## src/rtl/scanner_cfg_pkg.sv

```systemverilog
// Shared constants and types for the scanner decode configuration block
package scanner_cfg_pkg;

   // ************************************************************
   // Register word addresses
   // ************************************************************
   localparam logic [15:0] ADDR_RRD_SHARED = 16'h0B49;
   localparam logic [15:0] ADDR_RRD_TWO    = 16'h0B4A;
   localparam logic [15:0] ADDR_WIN_EN     = 16'h113D;
   localparam logic [15:0] ADDR_WIN_LEFT   = 16'h113E;
   localparam logic [15:0] ADDR_WIN_RIGHT  = 16'h113F;
   localparam logic [15:0] ADDR_WIN_TOP    = 16'h1140;
   localparam logic [15:0] ADDR_WIN_BOTTOM = 16'h1141;
   localparam logic [15:0] ADDR_LIN_ASSIST = 16'h1146;
   localparam logic [15:0] ADDR_STK_ASSIST = 16'h1247;
   localparam logic [15:0] ADDR_ILLUM      = 16'h132C;
   localparam logic [15:0] ADDR_INVERT     = 16'h1855;
   localparam logic [15:0] ADDR_LEAD_STR   = 16'h1B58;
   localparam logic [15:0] ADDR_TRAIL_STR  = 16'h1C58;

   // ************************************************************
   // Field widths, limits and reset values
   // ************************************************************
   localparam int          RRD_W   = 15;
   localparam int          WIN_W   = 7;
   localparam int          CHAR_W  = 7;
   localparam int          STR_LEN = 10;
   localparam int          IDX_W   = 4;
   localparam logic [14:0] RRD_MAX        = 15'h7530;
   localparam logic [14:0] RST_RRD_SHARED = 15'h02EE;
   localparam logic [14:0] RST_RRD_TWO    = 15'h0000;
   localparam logic [6:0]  WIN_MAX        = 7'h64;
   localparam logic [6:0]  RST_WIN_LO     = 7'h28;
   localparam logic [6:0]  RST_WIN_HI     = 7'h3C;
   localparam logic        RST_ILLUM      = 1'b1;
   localparam logic [6:0]  CHAR_MIN       = 7'h20;
   localparam logic [6:0]  CHAR_BSL       = 7'h5C;
   localparam logic [6:0]  CHAR_NONE      = 7'h00;

   // ************************************************************
   // Inverted code modes
   // ************************************************************
   localparam logic [1:0] INV_NORMAL = 2'h0;
   localparam logic [1:0] INV_ONLY   = 2'h1;
   localparam logic [1:0] INV_BOTH   = 2'h2;

   // ************************************************************
   // Timing
   // ************************************************************
   localparam int CLK_PERIOD_NS = 40;
   localparam int MS_NS         = 1000000;
   localparam int CYC_PER_MS    = MS_NS / CLK_PERIOD_NS;

   typedef struct packed {
      logic [STR_LEN-1:0][CHAR_W-1:0] ch;
      logic [IDX_W-1:0]               len;
      logic [IDX_W-1:0]               nxt;
      logic                           esc;
   } str_s;

endpackage

```

## src/rtl/reread_guard.sv

```systemverilog
// Repeat-read suppression timer with millisecond divider
`timescale 1ns/1ps
module reread_guard #(
   parameter int MS_CYCLES = scanner_cfg_pkg::CYC_PER_MS,
   parameter int ID_W      = 16
) (
   // Clock and reset
   input  wire logic                             i_sys_clk,
   input  wire logic                             i_rst,
   // Configuration
   input  wire logic                             i_cont_mode,
   input  wire logic [scanner_cfg_pkg::RRD_W-1:0] i_delay_shared,
   input  wire logic [scanner_cfg_pkg::RRD_W-1:0] i_delay_two,
   // Candidate and accepted reads
   input  wire logic [ID_W-1:0]                  i_id,
   input  wire logic                             i_is_2d,
   input  wire logic                             i_accept,
   output logic                                  o_block
);

   localparam int DIV_W = $clog2(MS_CYCLES + 1);
   localparam logic [DIV_W-1:0] DIV_LAST = DIV_W'(MS_CYCLES - 1);

   typedef struct packed {
      logic [DIV_W-1:0]                     div;
      logic [scanner_cfg_pkg::RRD_W-1:0]    cnt;
      logic [ID_W-1:0]                      last;
   } guard_s;

   guard_s q;
   guard_s d;
   logic [scanner_cfg_pkg::RRD_W-1:0] delay;

   // ************************************************************
   // Delay select and countdown
   // ************************************************************
   always_comb begin
      d = q;
      delay = (i_is_2d && i_delay_two != '0) ? i_delay_two : i_delay_shared;
      if (i_accept && i_cont_mode) begin
         d.cnt  = delay;
         d.last = i_id;
         d.div  = '0;
      end else if (q.cnt != '0) begin
         if (q.div == DIV_LAST) begin
            d.div = '0;
            d.cnt = q.cnt - 1'b1;
         end else begin
            d.div = q.div + 1'b1;
         end
      end
   end

   always_ff @(posedge i_sys_clk or posedge i_rst) begin
      if (i_rst) begin
         q <= '0;
      end else begin
         q <= d;
      end
   end

   assign o_block = i_cont_mode && (q.cnt != '0) && (q.last == i_id);

endmodule

```

## src/rtl/scanner_decode_config_regs.sv

```systemverilog
// Decode and output configuration registers of the fixed scanner
`timescale 1ns/1ps
module scanner_decode_config_regs #(
   parameter int MS_CYCLES = scanner_cfg_pkg::CYC_PER_MS,
   parameter int ID_W      = 16
) (
   // Clock and reset
   input  wire logic              i_sys_clk,
   input  wire logic              i_rst,
   // Register port
   input  wire logic              i_reg_wr,
   input  wire logic              i_reg_rd,
   input  wire logic [15:0]       i_reg_addr,
   input  wire logic [15:0]       i_reg_wdata,
   output logic                   o_reg_ack,
   output logic                   o_reg_err,
   output logic [15:0]            o_reg_rdata,
   // Trigger mode and exposure
   input  wire logic              i_cont_mode,
   input  wire logic              i_exposing,
   // Decoder candidate
   input  wire logic              i_dec_valid,
   input  wire logic [ID_W-1:0]   i_dec_id,
   input  wire logic              i_dec_is_2d,
   input  wire logic              i_dec_inverted,
   input  wire logic [6:0]        i_dec_left,
   input  wire logic [6:0]        i_dec_right,
   input  wire logic [6:0]        i_dec_top,
   input  wire logic [6:0]        i_dec_bottom,
   output logic                   o_dec_ready,
   output logic                   o_dec_accept,
   output logic                   o_dec_reject,
   // Decoded data in
   input  wire logic              i_data_valid,
   input  wire logic [7:0]        i_data_char,
   input  wire logic              i_data_last,
   output logic                   o_data_ready,
   // Character stream out
   output logic                   o_tx_valid,
   output logic [7:0]             o_tx_char,
   input  wire logic              i_tx_ready,
   // Decoder settings
   output logic                   o_linear_assist,
   output logic                   o_stacked_assist,
   output logic [1:0]             o_invert_mode,
   output logic                   o_illum_drive
);

   localparam int RW = scanner_cfg_pkg::RRD_W;
   localparam int WW = scanner_cfg_pkg::WIN_W;
   localparam int IW = scanner_cfg_pkg::IDX_W;
   localparam int CW = scanner_cfg_pkg::CHAR_W;

   typedef enum logic [2:0] {
      ST_IDLE,
      ST_LEAD,
      ST_DATA,
      ST_TRAIL,
      ST_DROP
   } seq_e;

   typedef struct packed {
      logic [RW-1:0]         rrd_shared;
      logic [RW-1:0]         rrd_two;
      logic                  win_en;
      logic [WW-1:0]         win_left;
      logic [WW-1:0]         win_right;
      logic [WW-1:0]         win_top;
      logic [WW-1:0]         win_bottom;
      logic                  lin;
      logic                  stk;
      logic                  illum;
      logic [1:0]            inv;
      scanner_cfg_pkg::str_s lead;
      scanner_cfg_pkg::str_s trail;
      logic                  ack;
      logic                  err;
      logic [15:0]           rdata;
      seq_e                  st;
      logic [IW-1:0]         idx;
      logic                  tx_v;
      logic [7:0]            tx_c;
      logic                  acc;
      logic                  rej;
      logic                  lamp;
   } regs_s;

   regs_s q;
   regs_s d;

   // ************************************************************
   // Helper functions
   // ************************************************************
   function automatic logic [IW-1:0] str_off(input logic [15:0] a, input logic [15:0] base);
      logic [15:0] diff;
      diff = a - base;
      return diff[IW-1:0];
   endfunction

   function automatic logic str_hit(input logic [15:0] a, input logic [15:0] base);
      return (a >= base) && (a < base + 16'(scanner_cfg_pkg::STR_LEN));
   endfunction

   // legal only from start or next in sequence
   function automatic logic str_ok(input scanner_cfg_pkg::str_s s,
                                   input logic [IW-1:0] off, input logic [CW-1:0] c);
      logic room;
      room = (s.len < IW'(scanner_cfg_pkg::STR_LEN)) ||
             (c == scanner_cfg_pkg::CHAR_BSL && s.esc);
      if (off == '0) begin
         return (c == scanner_cfg_pkg::CHAR_NONE) || (c >= scanner_cfg_pkg::CHAR_MIN);
      end
      return (off == s.nxt) && (s.nxt != '0) && (c >= scanner_cfg_pkg::CHAR_MIN) && room;
   endfunction

   function automatic scanner_cfg_pkg::str_s str_put(input scanner_cfg_pkg::str_s s,
                                                     input logic [IW-1:0] off,
                                                     input logic [CW-1:0] c);
      scanner_cfg_pkg::str_s r;
      r = s;
      if (off == '0) begin
         r = '0;
         if (c == scanner_cfg_pkg::CHAR_NONE) begin
            return r;
         end
      end
      r.nxt = off + 1'b1;
      if (c == scanner_cfg_pkg::CHAR_BSL && s.esc && off != '0) begin
         r.esc = 1'b0;
      end else begin
         r.ch[r.len] = c;
         r.len       = r.len + 1'b1;
         r.esc       = (c == scanner_cfg_pkg::CHAR_BSL);
      end
      return r;
   endfunction

   function automatic logic [15:0] str_rd(input scanner_cfg_pkg::str_s s,
                                          input logic [IW-1:0] off);
      if (off < s.len) begin
         return {9'h000, s.ch[off]};
      end
      return 16'h0000;
   endfunction

   // ************************************************************
   // Candidate filtering
   // ************************************************************
   logic guard_block;
   logic win_ok;
   logic inv_ok;
   logic pass;
   logic tx_free;
   logic [IW-1:0] lead_off;
   logic [IW-1:0] trail_off;

   assign win_ok = i_cont_mode || !q.win_en ||
                   ((i_dec_left <= q.win_right) && (i_dec_right >= q.win_left) &&
                    (i_dec_top <= q.win_bottom) && (i_dec_bottom >= q.win_top));

   always_comb begin
      case (q.inv)
         scanner_cfg_pkg::INV_NORMAL: inv_ok = !i_dec_inverted;
         scanner_cfg_pkg::INV_ONLY:   inv_ok = i_dec_inverted;
         scanner_cfg_pkg::INV_BOTH:   inv_ok = 1'b1;
         default:                     inv_ok = !i_dec_inverted;
      endcase
   end

   // refuse repeats still inside the delay
   assign pass      = win_ok && inv_ok && !guard_block;
   assign tx_free   = !q.tx_v || i_tx_ready;
   assign lead_off  = str_off(i_reg_addr, scanner_cfg_pkg::ADDR_LEAD_STR);
   assign trail_off = str_off(i_reg_addr, scanner_cfg_pkg::ADDR_TRAIL_STR);

   reread_guard #(
      .MS_CYCLES (MS_CYCLES),
      .ID_W      (ID_W)
   ) u_guard (
      .i_sys_clk      (i_sys_clk),
      .i_rst          (i_rst),
      .i_cont_mode    (i_cont_mode),
      .i_delay_shared (q.rrd_shared),
      .i_delay_two    (q.rrd_two),
      .i_id           (i_dec_id),
      .i_is_2d        (i_dec_is_2d),
      .i_accept       (d.acc),
      .o_block        (guard_block)
   );

   // ************************************************************
   // Next state
   // ************************************************************
   always_comb begin
      d       = q;
      d.ack   = i_reg_wr || i_reg_rd;
      d.err   = 1'b0;
      d.acc   = 1'b0;
      d.rej   = 1'b0;
      // lamp follows exposure only when enabled
      d.lamp  = q.illum && i_exposing;

      // Register writes; out of range values are refused with err
      if (i_reg_wr) begin
         case (i_reg_addr)
            scanner_cfg_pkg::ADDR_RRD_SHARED: begin
               if (i_reg_wdata[RW-1:0] <= scanner_cfg_pkg::RRD_MAX && !i_reg_wdata[15]) begin
                  d.rrd_shared = i_reg_wdata[RW-1:0];
               end else begin
                  d.err = 1'b1;
               end
            end
            scanner_cfg_pkg::ADDR_RRD_TWO: begin
               if (i_reg_wdata[RW-1:0] <= scanner_cfg_pkg::RRD_MAX && !i_reg_wdata[15]) begin
                  d.rrd_two = i_reg_wdata[RW-1:0];
               end else begin
                  d.err = 1'b1;
               end
            end
            scanner_cfg_pkg::ADDR_WIN_EN:     d.win_en = i_reg_wdata[0];
            scanner_cfg_pkg::ADDR_WIN_LEFT,
            scanner_cfg_pkg::ADDR_WIN_RIGHT,
            scanner_cfg_pkg::ADDR_WIN_TOP,
            scanner_cfg_pkg::ADDR_WIN_BOTTOM: begin
               if (i_reg_wdata <= {9'h000, scanner_cfg_pkg::WIN_MAX}) begin
                  case (i_reg_addr)
                     scanner_cfg_pkg::ADDR_WIN_LEFT:  d.win_left  = i_reg_wdata[WW-1:0];
                     scanner_cfg_pkg::ADDR_WIN_RIGHT: d.win_right = i_reg_wdata[WW-1:0];
                     scanner_cfg_pkg::ADDR_WIN_TOP:   d.win_top   = i_reg_wdata[WW-1:0];
                     default:                         d.win_bottom = i_reg_wdata[WW-1:0];
                  endcase
               end else begin
                  d.err = 1'b1;
               end
            end
            scanner_cfg_pkg::ADDR_LIN_ASSIST: d.lin   = i_reg_wdata[0];
            scanner_cfg_pkg::ADDR_STK_ASSIST: d.stk   = i_reg_wdata[0];
            scanner_cfg_pkg::ADDR_ILLUM:      d.illum = i_reg_wdata[0];
            scanner_cfg_pkg::ADDR_INVERT: begin
               // code 3 is not a mode
               if (i_reg_wdata[1:0] != 2'h3 && i_reg_wdata[15:2] == '0) begin
                  d.inv = i_reg_wdata[1:0];
               end else begin
                  d.err = 1'b1;
               end
            end
            default: begin
               if (str_hit(i_reg_addr, scanner_cfg_pkg::ADDR_LEAD_STR) &&
                   i_reg_wdata[15:CW] == '0 &&
                   str_ok(q.lead, lead_off, i_reg_wdata[CW-1:0])) begin
                  d.lead = str_put(q.lead, lead_off, i_reg_wdata[CW-1:0]);
               end else if (str_hit(i_reg_addr, scanner_cfg_pkg::ADDR_TRAIL_STR) &&
                            i_reg_wdata[15:CW] == '0 &&
                            str_ok(q.trail, trail_off, i_reg_wdata[CW-1:0])) begin
                  d.trail = str_put(q.trail, trail_off, i_reg_wdata[CW-1:0]);
               end else begin
                  d.err = 1'b1;
               end
            end
         endcase
      end

      // Register reads
      if (i_reg_rd) begin
         d.rdata = 16'h0000;
         case (i_reg_addr)
            scanner_cfg_pkg::ADDR_RRD_SHARED: d.rdata = {1'b0, q.rrd_shared};
            scanner_cfg_pkg::ADDR_RRD_TWO:    d.rdata = {1'b0, q.rrd_two};
            scanner_cfg_pkg::ADDR_WIN_EN:     d.rdata = {15'h0000, q.win_en};
            scanner_cfg_pkg::ADDR_WIN_LEFT:   d.rdata = {9'h000, q.win_left};
            scanner_cfg_pkg::ADDR_WIN_RIGHT:  d.rdata = {9'h000, q.win_right};
            scanner_cfg_pkg::ADDR_WIN_TOP:    d.rdata = {9'h000, q.win_top};
            scanner_cfg_pkg::ADDR_WIN_BOTTOM: d.rdata = {9'h000, q.win_bottom};
            scanner_cfg_pkg::ADDR_LIN_ASSIST: d.rdata = {15'h0000, q.lin};
            scanner_cfg_pkg::ADDR_STK_ASSIST: d.rdata = {15'h0000, q.stk};
            scanner_cfg_pkg::ADDR_ILLUM:      d.rdata = {15'h0000, q.illum};
            scanner_cfg_pkg::ADDR_INVERT:     d.rdata = {14'h0000, q.inv};
            default: begin
               if (str_hit(i_reg_addr, scanner_cfg_pkg::ADDR_LEAD_STR)) begin
                  d.rdata = str_rd(q.lead, lead_off);
               end else if (str_hit(i_reg_addr, scanner_cfg_pkg::ADDR_TRAIL_STR)) begin
                  d.rdata = str_rd(q.trail, trail_off);
               end else begin
                  d.err = 1'b1;
               end
            end
         endcase
      end

      // Output sequencer; output stage empties as the sink takes a char
      if (tx_free) begin
         d.tx_v = 1'b0;
      end
      case (q.st)
         ST_IDLE: begin
            if (i_dec_valid) begin
               d.idx = '0;
               if (pass) begin
                  d.acc = 1'b1;
                  d.st  = ST_LEAD;
               end else begin
                  // rejected code's decoded data is drained to its last char and none of it is sent
                  d.rej = 1'b1;
                  d.st  = ST_DROP;
               end
            end
         end
         ST_LEAD: begin
            if (q.idx == q.lead.len) begin
               d.st = ST_DATA;
            end else if (tx_free) begin
               d.tx_v = 1'b1;
               d.tx_c = {1'b0, q.lead.ch[q.idx]};
               d.idx  = q.idx + 1'b1;
            end
         end
         ST_DATA: begin
            if (tx_free && i_data_valid) begin
               d.tx_v = 1'b1;
               d.tx_c = i_data_char;
               if (i_data_last) begin
                  d.idx = '0;
                  d.st  = ST_TRAIL;
               end
            end
         end
         ST_TRAIL: begin
            if (q.idx == q.trail.len) begin
               d.st = ST_IDLE;
            end else if (tx_free) begin
               d.tx_v = 1'b1;
               d.tx_c = {1'b0, q.trail.ch[q.idx]};
               d.idx  = q.idx + 1'b1;
            end
         end
         ST_DROP: begin
            if (i_data_valid && i_data_last) begin
               d.st = ST_IDLE;
            end
         end
         default: d.st = ST_IDLE;
      endcase
   end

   // ************************************************************
   // State register
   // ************************************************************
   always_ff @(posedge i_sys_clk or posedge i_rst) begin
      if (i_rst) begin
         q            <= '0;
         q.rrd_shared <= scanner_cfg_pkg::RST_RRD_SHARED;
         q.rrd_two    <= scanner_cfg_pkg::RST_RRD_TWO;
         q.win_left   <= scanner_cfg_pkg::RST_WIN_LO;
         q.win_right  <= scanner_cfg_pkg::RST_WIN_HI;
         q.win_top    <= scanner_cfg_pkg::RST_WIN_LO;
         q.win_bottom <= scanner_cfg_pkg::RST_WIN_HI;
         q.illum      <= scanner_cfg_pkg::RST_ILLUM;
         q.st         <= ST_IDLE;
      end else begin
         q <= d;
      end
   end

   // ************************************************************
   // Outputs
   // ************************************************************
   assign o_reg_ack        = q.ack;
   assign o_reg_err        = q.err;
   assign o_reg_rdata      = q.rdata;
   assign o_dec_ready      = (q.st == ST_IDLE);
   assign o_dec_accept     = q.acc;
   assign o_dec_reject     = q.rej;
   assign o_data_ready     = (q.st == ST_DROP) || ((q.st == ST_DATA) && tx_free);
   assign o_tx_valid       = q.tx_v;
   assign o_tx_char        = q.tx_c;
   assign o_linear_assist  = q.lin;
   assign o_stacked_assist = q.stk;
   // mode reaches the decoder and also sets which candidates pass here; no image path is touched
   assign o_invert_mode    = q.inv;
   assign o_illum_drive    = q.lamp;

endmodule

```

## config.mk

```make
export PLATFORM = sky130hd
export DESIGN_NAME = scanner_decode_config_regs
export DESIGN_NICKNAME = d
export VERILOG_FILES = /design/src/rtl/scanner_cfg_pkg.sv /design/src/rtl/reread_guard.sv /design/src/rtl/scanner_decode_config_regs.sv
export SDC_FILE = /design/constraint.sdc
export NUM_CORES = 1
export LEC_CHECK = 0
export BUFFER_PORTS_ARGS = -buffer_cell sky130_fd_sc_hd__buf_2
export CORE_MARGIN = 2
export CORE_UTILIZATION = 45
export CTS_BUF_LIST = sky130_fd_sc_hd__clkbuf_2
export DETAILED_ROUTE_END_ITERATION = 10
export PLACE_DENSITY = 0.72
export SYNTH_ARGS = -nofsm -noshare
export SYNTH_HDL_FRONTEND = slang
export SYNTH_SLANG_ARGS = --single-unit
```

## constraint.sdc

```tcl
create_clock -name i_sys_clk -period 11.3 [get_ports i_sys_clk]
set_input_delay 1.13 -clock i_sys_clk [delete_from_list [all_inputs] [get_ports i_sys_clk]]
set_output_delay 1.13 -clock i_sys_clk [all_outputs]
set_load 0.1 [all_outputs]
```

==> results.yml <==
setup_path:
  crit_required_ns: 12.18
  r2r_cells: 7
  path_class: "input port to register"
  crit_path_start_kind: "input port"
  cp-end-kind: "register"
  worst_ep_arrival_time_ns: 5.79
  crit_fanout: 64
logic_synthesis:
  synth_edf_count: 0
  yosys_warnings: 0
  ys_types: 81
  syn-instance-count: 1778
  synth-async-reset-ratio: 1.000
  synth-seq-cells: 304
  yosysSeqAreaShare: 0.4252
  synth_area_mm2: 0.01795
  syn_nets: 1925
  avgSynthCellArea_um2: 10.09
  ys.flop_type: "dfrtp_1"
route:
  ant_nets: 0
  vias: 15041
  first_pass_iters: 8
  drt_first_iter_violations: 1499
  drc: 0
  via_per_inst: 6.127
  routedWlPerCell_um: 21.38
  routed_wl_um: 52500
cells_and_area:
  layout_common_cells: "dfrtp_1, nand2_1, buf_2"
  final_nets: 2014
  num-fill-cells: 3596
  layout_commonest_cell: "dfrtp_1"
  synthToLayoutAreaGrowth_pct: 8.630
  drive_gt1_frac: 0.2308
clock_tree:
  clk_latency_ns: 0.97
  cts.path.max_buffers: 3
  hold_buffers: 0
  clk_pin_slew_ns: 0.13
  cts.sink_count: 304
  post_cts_buffers: 0
  cts_inserted_buffers: 83
  cts_tree: "built"
  root_buffer: "clkbuf_2"
  htreeDepth: 3
  cts_resized: 0
sta:
  finalHoldViolations: 0
  fin_crit_ns: 4.908
  final-max-slew-violation-count: 0
  worst_slack_ns: 6.392
  tightest_slew_ns: 1.177
  relSlewSlack: 0.2091
  fin_skew_ns: 0.08067
  max_freq_ghz: 0.2037
  setup-tns-final_ns: 0
  rsz0062_at_grt: "false"
  finalSetupViolCount: 0
  period_share: 0.4344
place:
  port-buffer-count: 130
  place.gp.congestion: 0.9687
  dpl_worst_slack_ns: 5.545
  dp_hpwl_um: 36190
floorplan:
  core_mm2: 0.03955
  die_w_um: 203.7
  rows: 73
  die-height_um: 203.7
  num_io_pins: 132
  dieArea_mm2: 0.04150
  initial_core_util: 0.4538
global_routing:
  grt_max_degree: 176
  antenna_found_initial: 3
  grt_pass1_wl_um: 83390
  grt.total_usage: 0.2569
  grt_pass1_vias: 14942
  grt_overflow: 0
power_and_ir_drop:
  p_per_area_mw_per_mm2: 143.1
  ir_drop_mv: 0.05768
  p_leak_nw: 9.122
flow_run:
  cap_violations: 0
status:
  status: "completed"
min_path:
  holdCritPathClass: "input port to asynchronous set/reset pin"
-- logic make-up (layout without fill, tap and decap cells) --
family / count (synthesis) / in the layout / share of synthesized area
compound gates: 422 / 422 / 0.1669
xor+xnor: 46 / 46 / 0.02245
fa+ha+maj: 51 / 51 / 0.03555
buf+inv: 206 / 352 / 0.05159
flops: 304 / 304 / 0.4252
mux: 186 / 186 / 0.1456
other cells: 1 / 7 / 0.0002089
simple gates: 562 / 562 / 0.1525
-- report_power, final --
| part | switching [W] | internal (W) | total [W] |
|---|---|---|---|
| logic | 0.000476 | 0.000242 | 0.000717 |
| registers | 0.0000829 | 0.00118 | 0.00126 |
| clock network | 0.000482 | 0.000328 | 0.000810 |
-- worst max-delay path: stages --
cell,delay [ns]
buf_2,0.08
buf_4,0.67
inv_1,0.19
ha_1,0.34
nand3b_1,0.11
buf_4,0.55
a31oi_1,0.22
a211oi_1,0.61
nor4b_4,0.92
nand2_1,0.28
nor2_1,0.45
a22o_1,0.19
-- routing by layer --
| metal | up-vias | track usage | part of all wire |
|---|---|---|---|
| met3 | 125 | 0.06072 | 0.099 |
| li1 | 6745 | - | - |
| met4 | 0 | 0.1111 | 0.033 |
| met1 | 7380 | 0.3519 | 0.42 |
| met5 | - | 0 | 0 |
| met2 | 791 | 0.3896 | 0.45 |
-- area by class of cell --
cell class              instances  area, um^2  share of cell area
diodes                          6       15.01           0.0007701
clock buffers                 119       595.6             0.03055
clock inverters                23       158.9            0.008150
inverters                      62       240.2             0.01232
multi-input cells            1268        9399              0.4821
flip-flops and latches        304        7634              0.3915
well taps                     525       656.9             0.03369
repair buffers                148       798.3             0.04094
-- metrics by stage --
stage	instances	utilization	hold slack [ns]	instance area, um^2	total power [W]
after floorplan	1778	-	0.4500	17950	0.001865
after global placement	2307	0.4735	0.4713	18730	0.001984
after detailed placement	2307	0.4735	0.4863	18730	0.002004
after CTS	2449	0.4926	0.2940	19480	0.002818
after global routing	2452	0.4928	0.3445	19490	0.002950
final	2455	0.4930	0.3610	19500	0.002790
-- Yosys cell counts (6+ instances only) --
cell / instances / area (um^2)
ha_1: 51 / 638.1
mux2i_1: 71 / 710.7
nand3_1: 38 / 190.2
a21oi_1: 46 / 230.2
dfrtp_1: 284 / 7107
nor4_1: 22 / 137.6
o2111ai_1: 6 / 52.55
a211oi_1: 10 / 75.07
a22oi_1: 16 / 120.1
a221oi_1: 8 / 70.07
nor3_1: 26 / 130.1
o22ai_1: 14 / 87.58
clkbuf_1: 88 / 330.3
buf_4: 30 / 225.2
a222oi_1: 10 / 100.1
o21ai_0: 113 / 565.5
and3_1: 23 / 143.9
a21o_1: 18 / 135.1
xnor2_1: 17 / 148.9
o31ai_1: 7 / 52.55
inv_1: 62 / 232.7
o2bb2ai_1: 6 / 52.55
and2_1: 10 / 62.56
a31oi_1: 7 / 43.79
nand4_1: 20 / 125.1
o211ai_1: 9 / 67.56
nor2b_1: 16 / 100.1
a2bb2oi_1: 6 / 52.55
nand2_1: 250 / 938.4
or3_1: 12 / 75.07
mux2_2: 61 / 686.9
buf_1: 12 / 45.04
xor2_1: 29 / 254.0
nor2_1: 97 / 364.1
buf_2: 11 / 55.05
mux4_2: 54 / 1216
dfstp_2: 20 / 525.5
a22o_1: 104 / 910.9
-- path summary, 6_finish.rpt --
| check | slack, ns | startpoint | endpoint |
|---|---|---|---|
| worst max-delay path | 6.39 | i_reg_addr[0] | q[126]$_DFFE_PP0P_ |
| worst min-delay path | 0.36 | i_rst | q[238]$_DFFE_PP0P_ |
| max in group asynchronous | 9.45 | i_rst | q[39]$_DFFE_PP0P_ |
| min in group i_sys_clk | 0.40 | i_exposing | o_illum_drive$_DFF_PP0_ |
| worst max register to register | 7.57 | u_guard.q[18]$_DFFE_PP0P_ | u_guard.q[0]$_DFFE_PP0N_ |
| worst min register to register | 0.50 | q[151]$_DFFE_PP0P_ | q[151]$_DFFE_PP0P_ |
-- sequential cells by signal, summed over array words and instances (netlist names) --
register / cells
q: 225
u_guard.q: 46
o_reg_rdata: 15
o_tx_char: 8
o_invert_mode: 2
o_dec_accept: 1
o_dec_reject: 1
o_illum_drive: 1
o_linear_assist: 1
o_reg_ack: 1
o_reg_err: 1
o_stacked_assist: 1
o_tx_valid: 1
No activity file was read; power rests on OpenSTA's default activity.
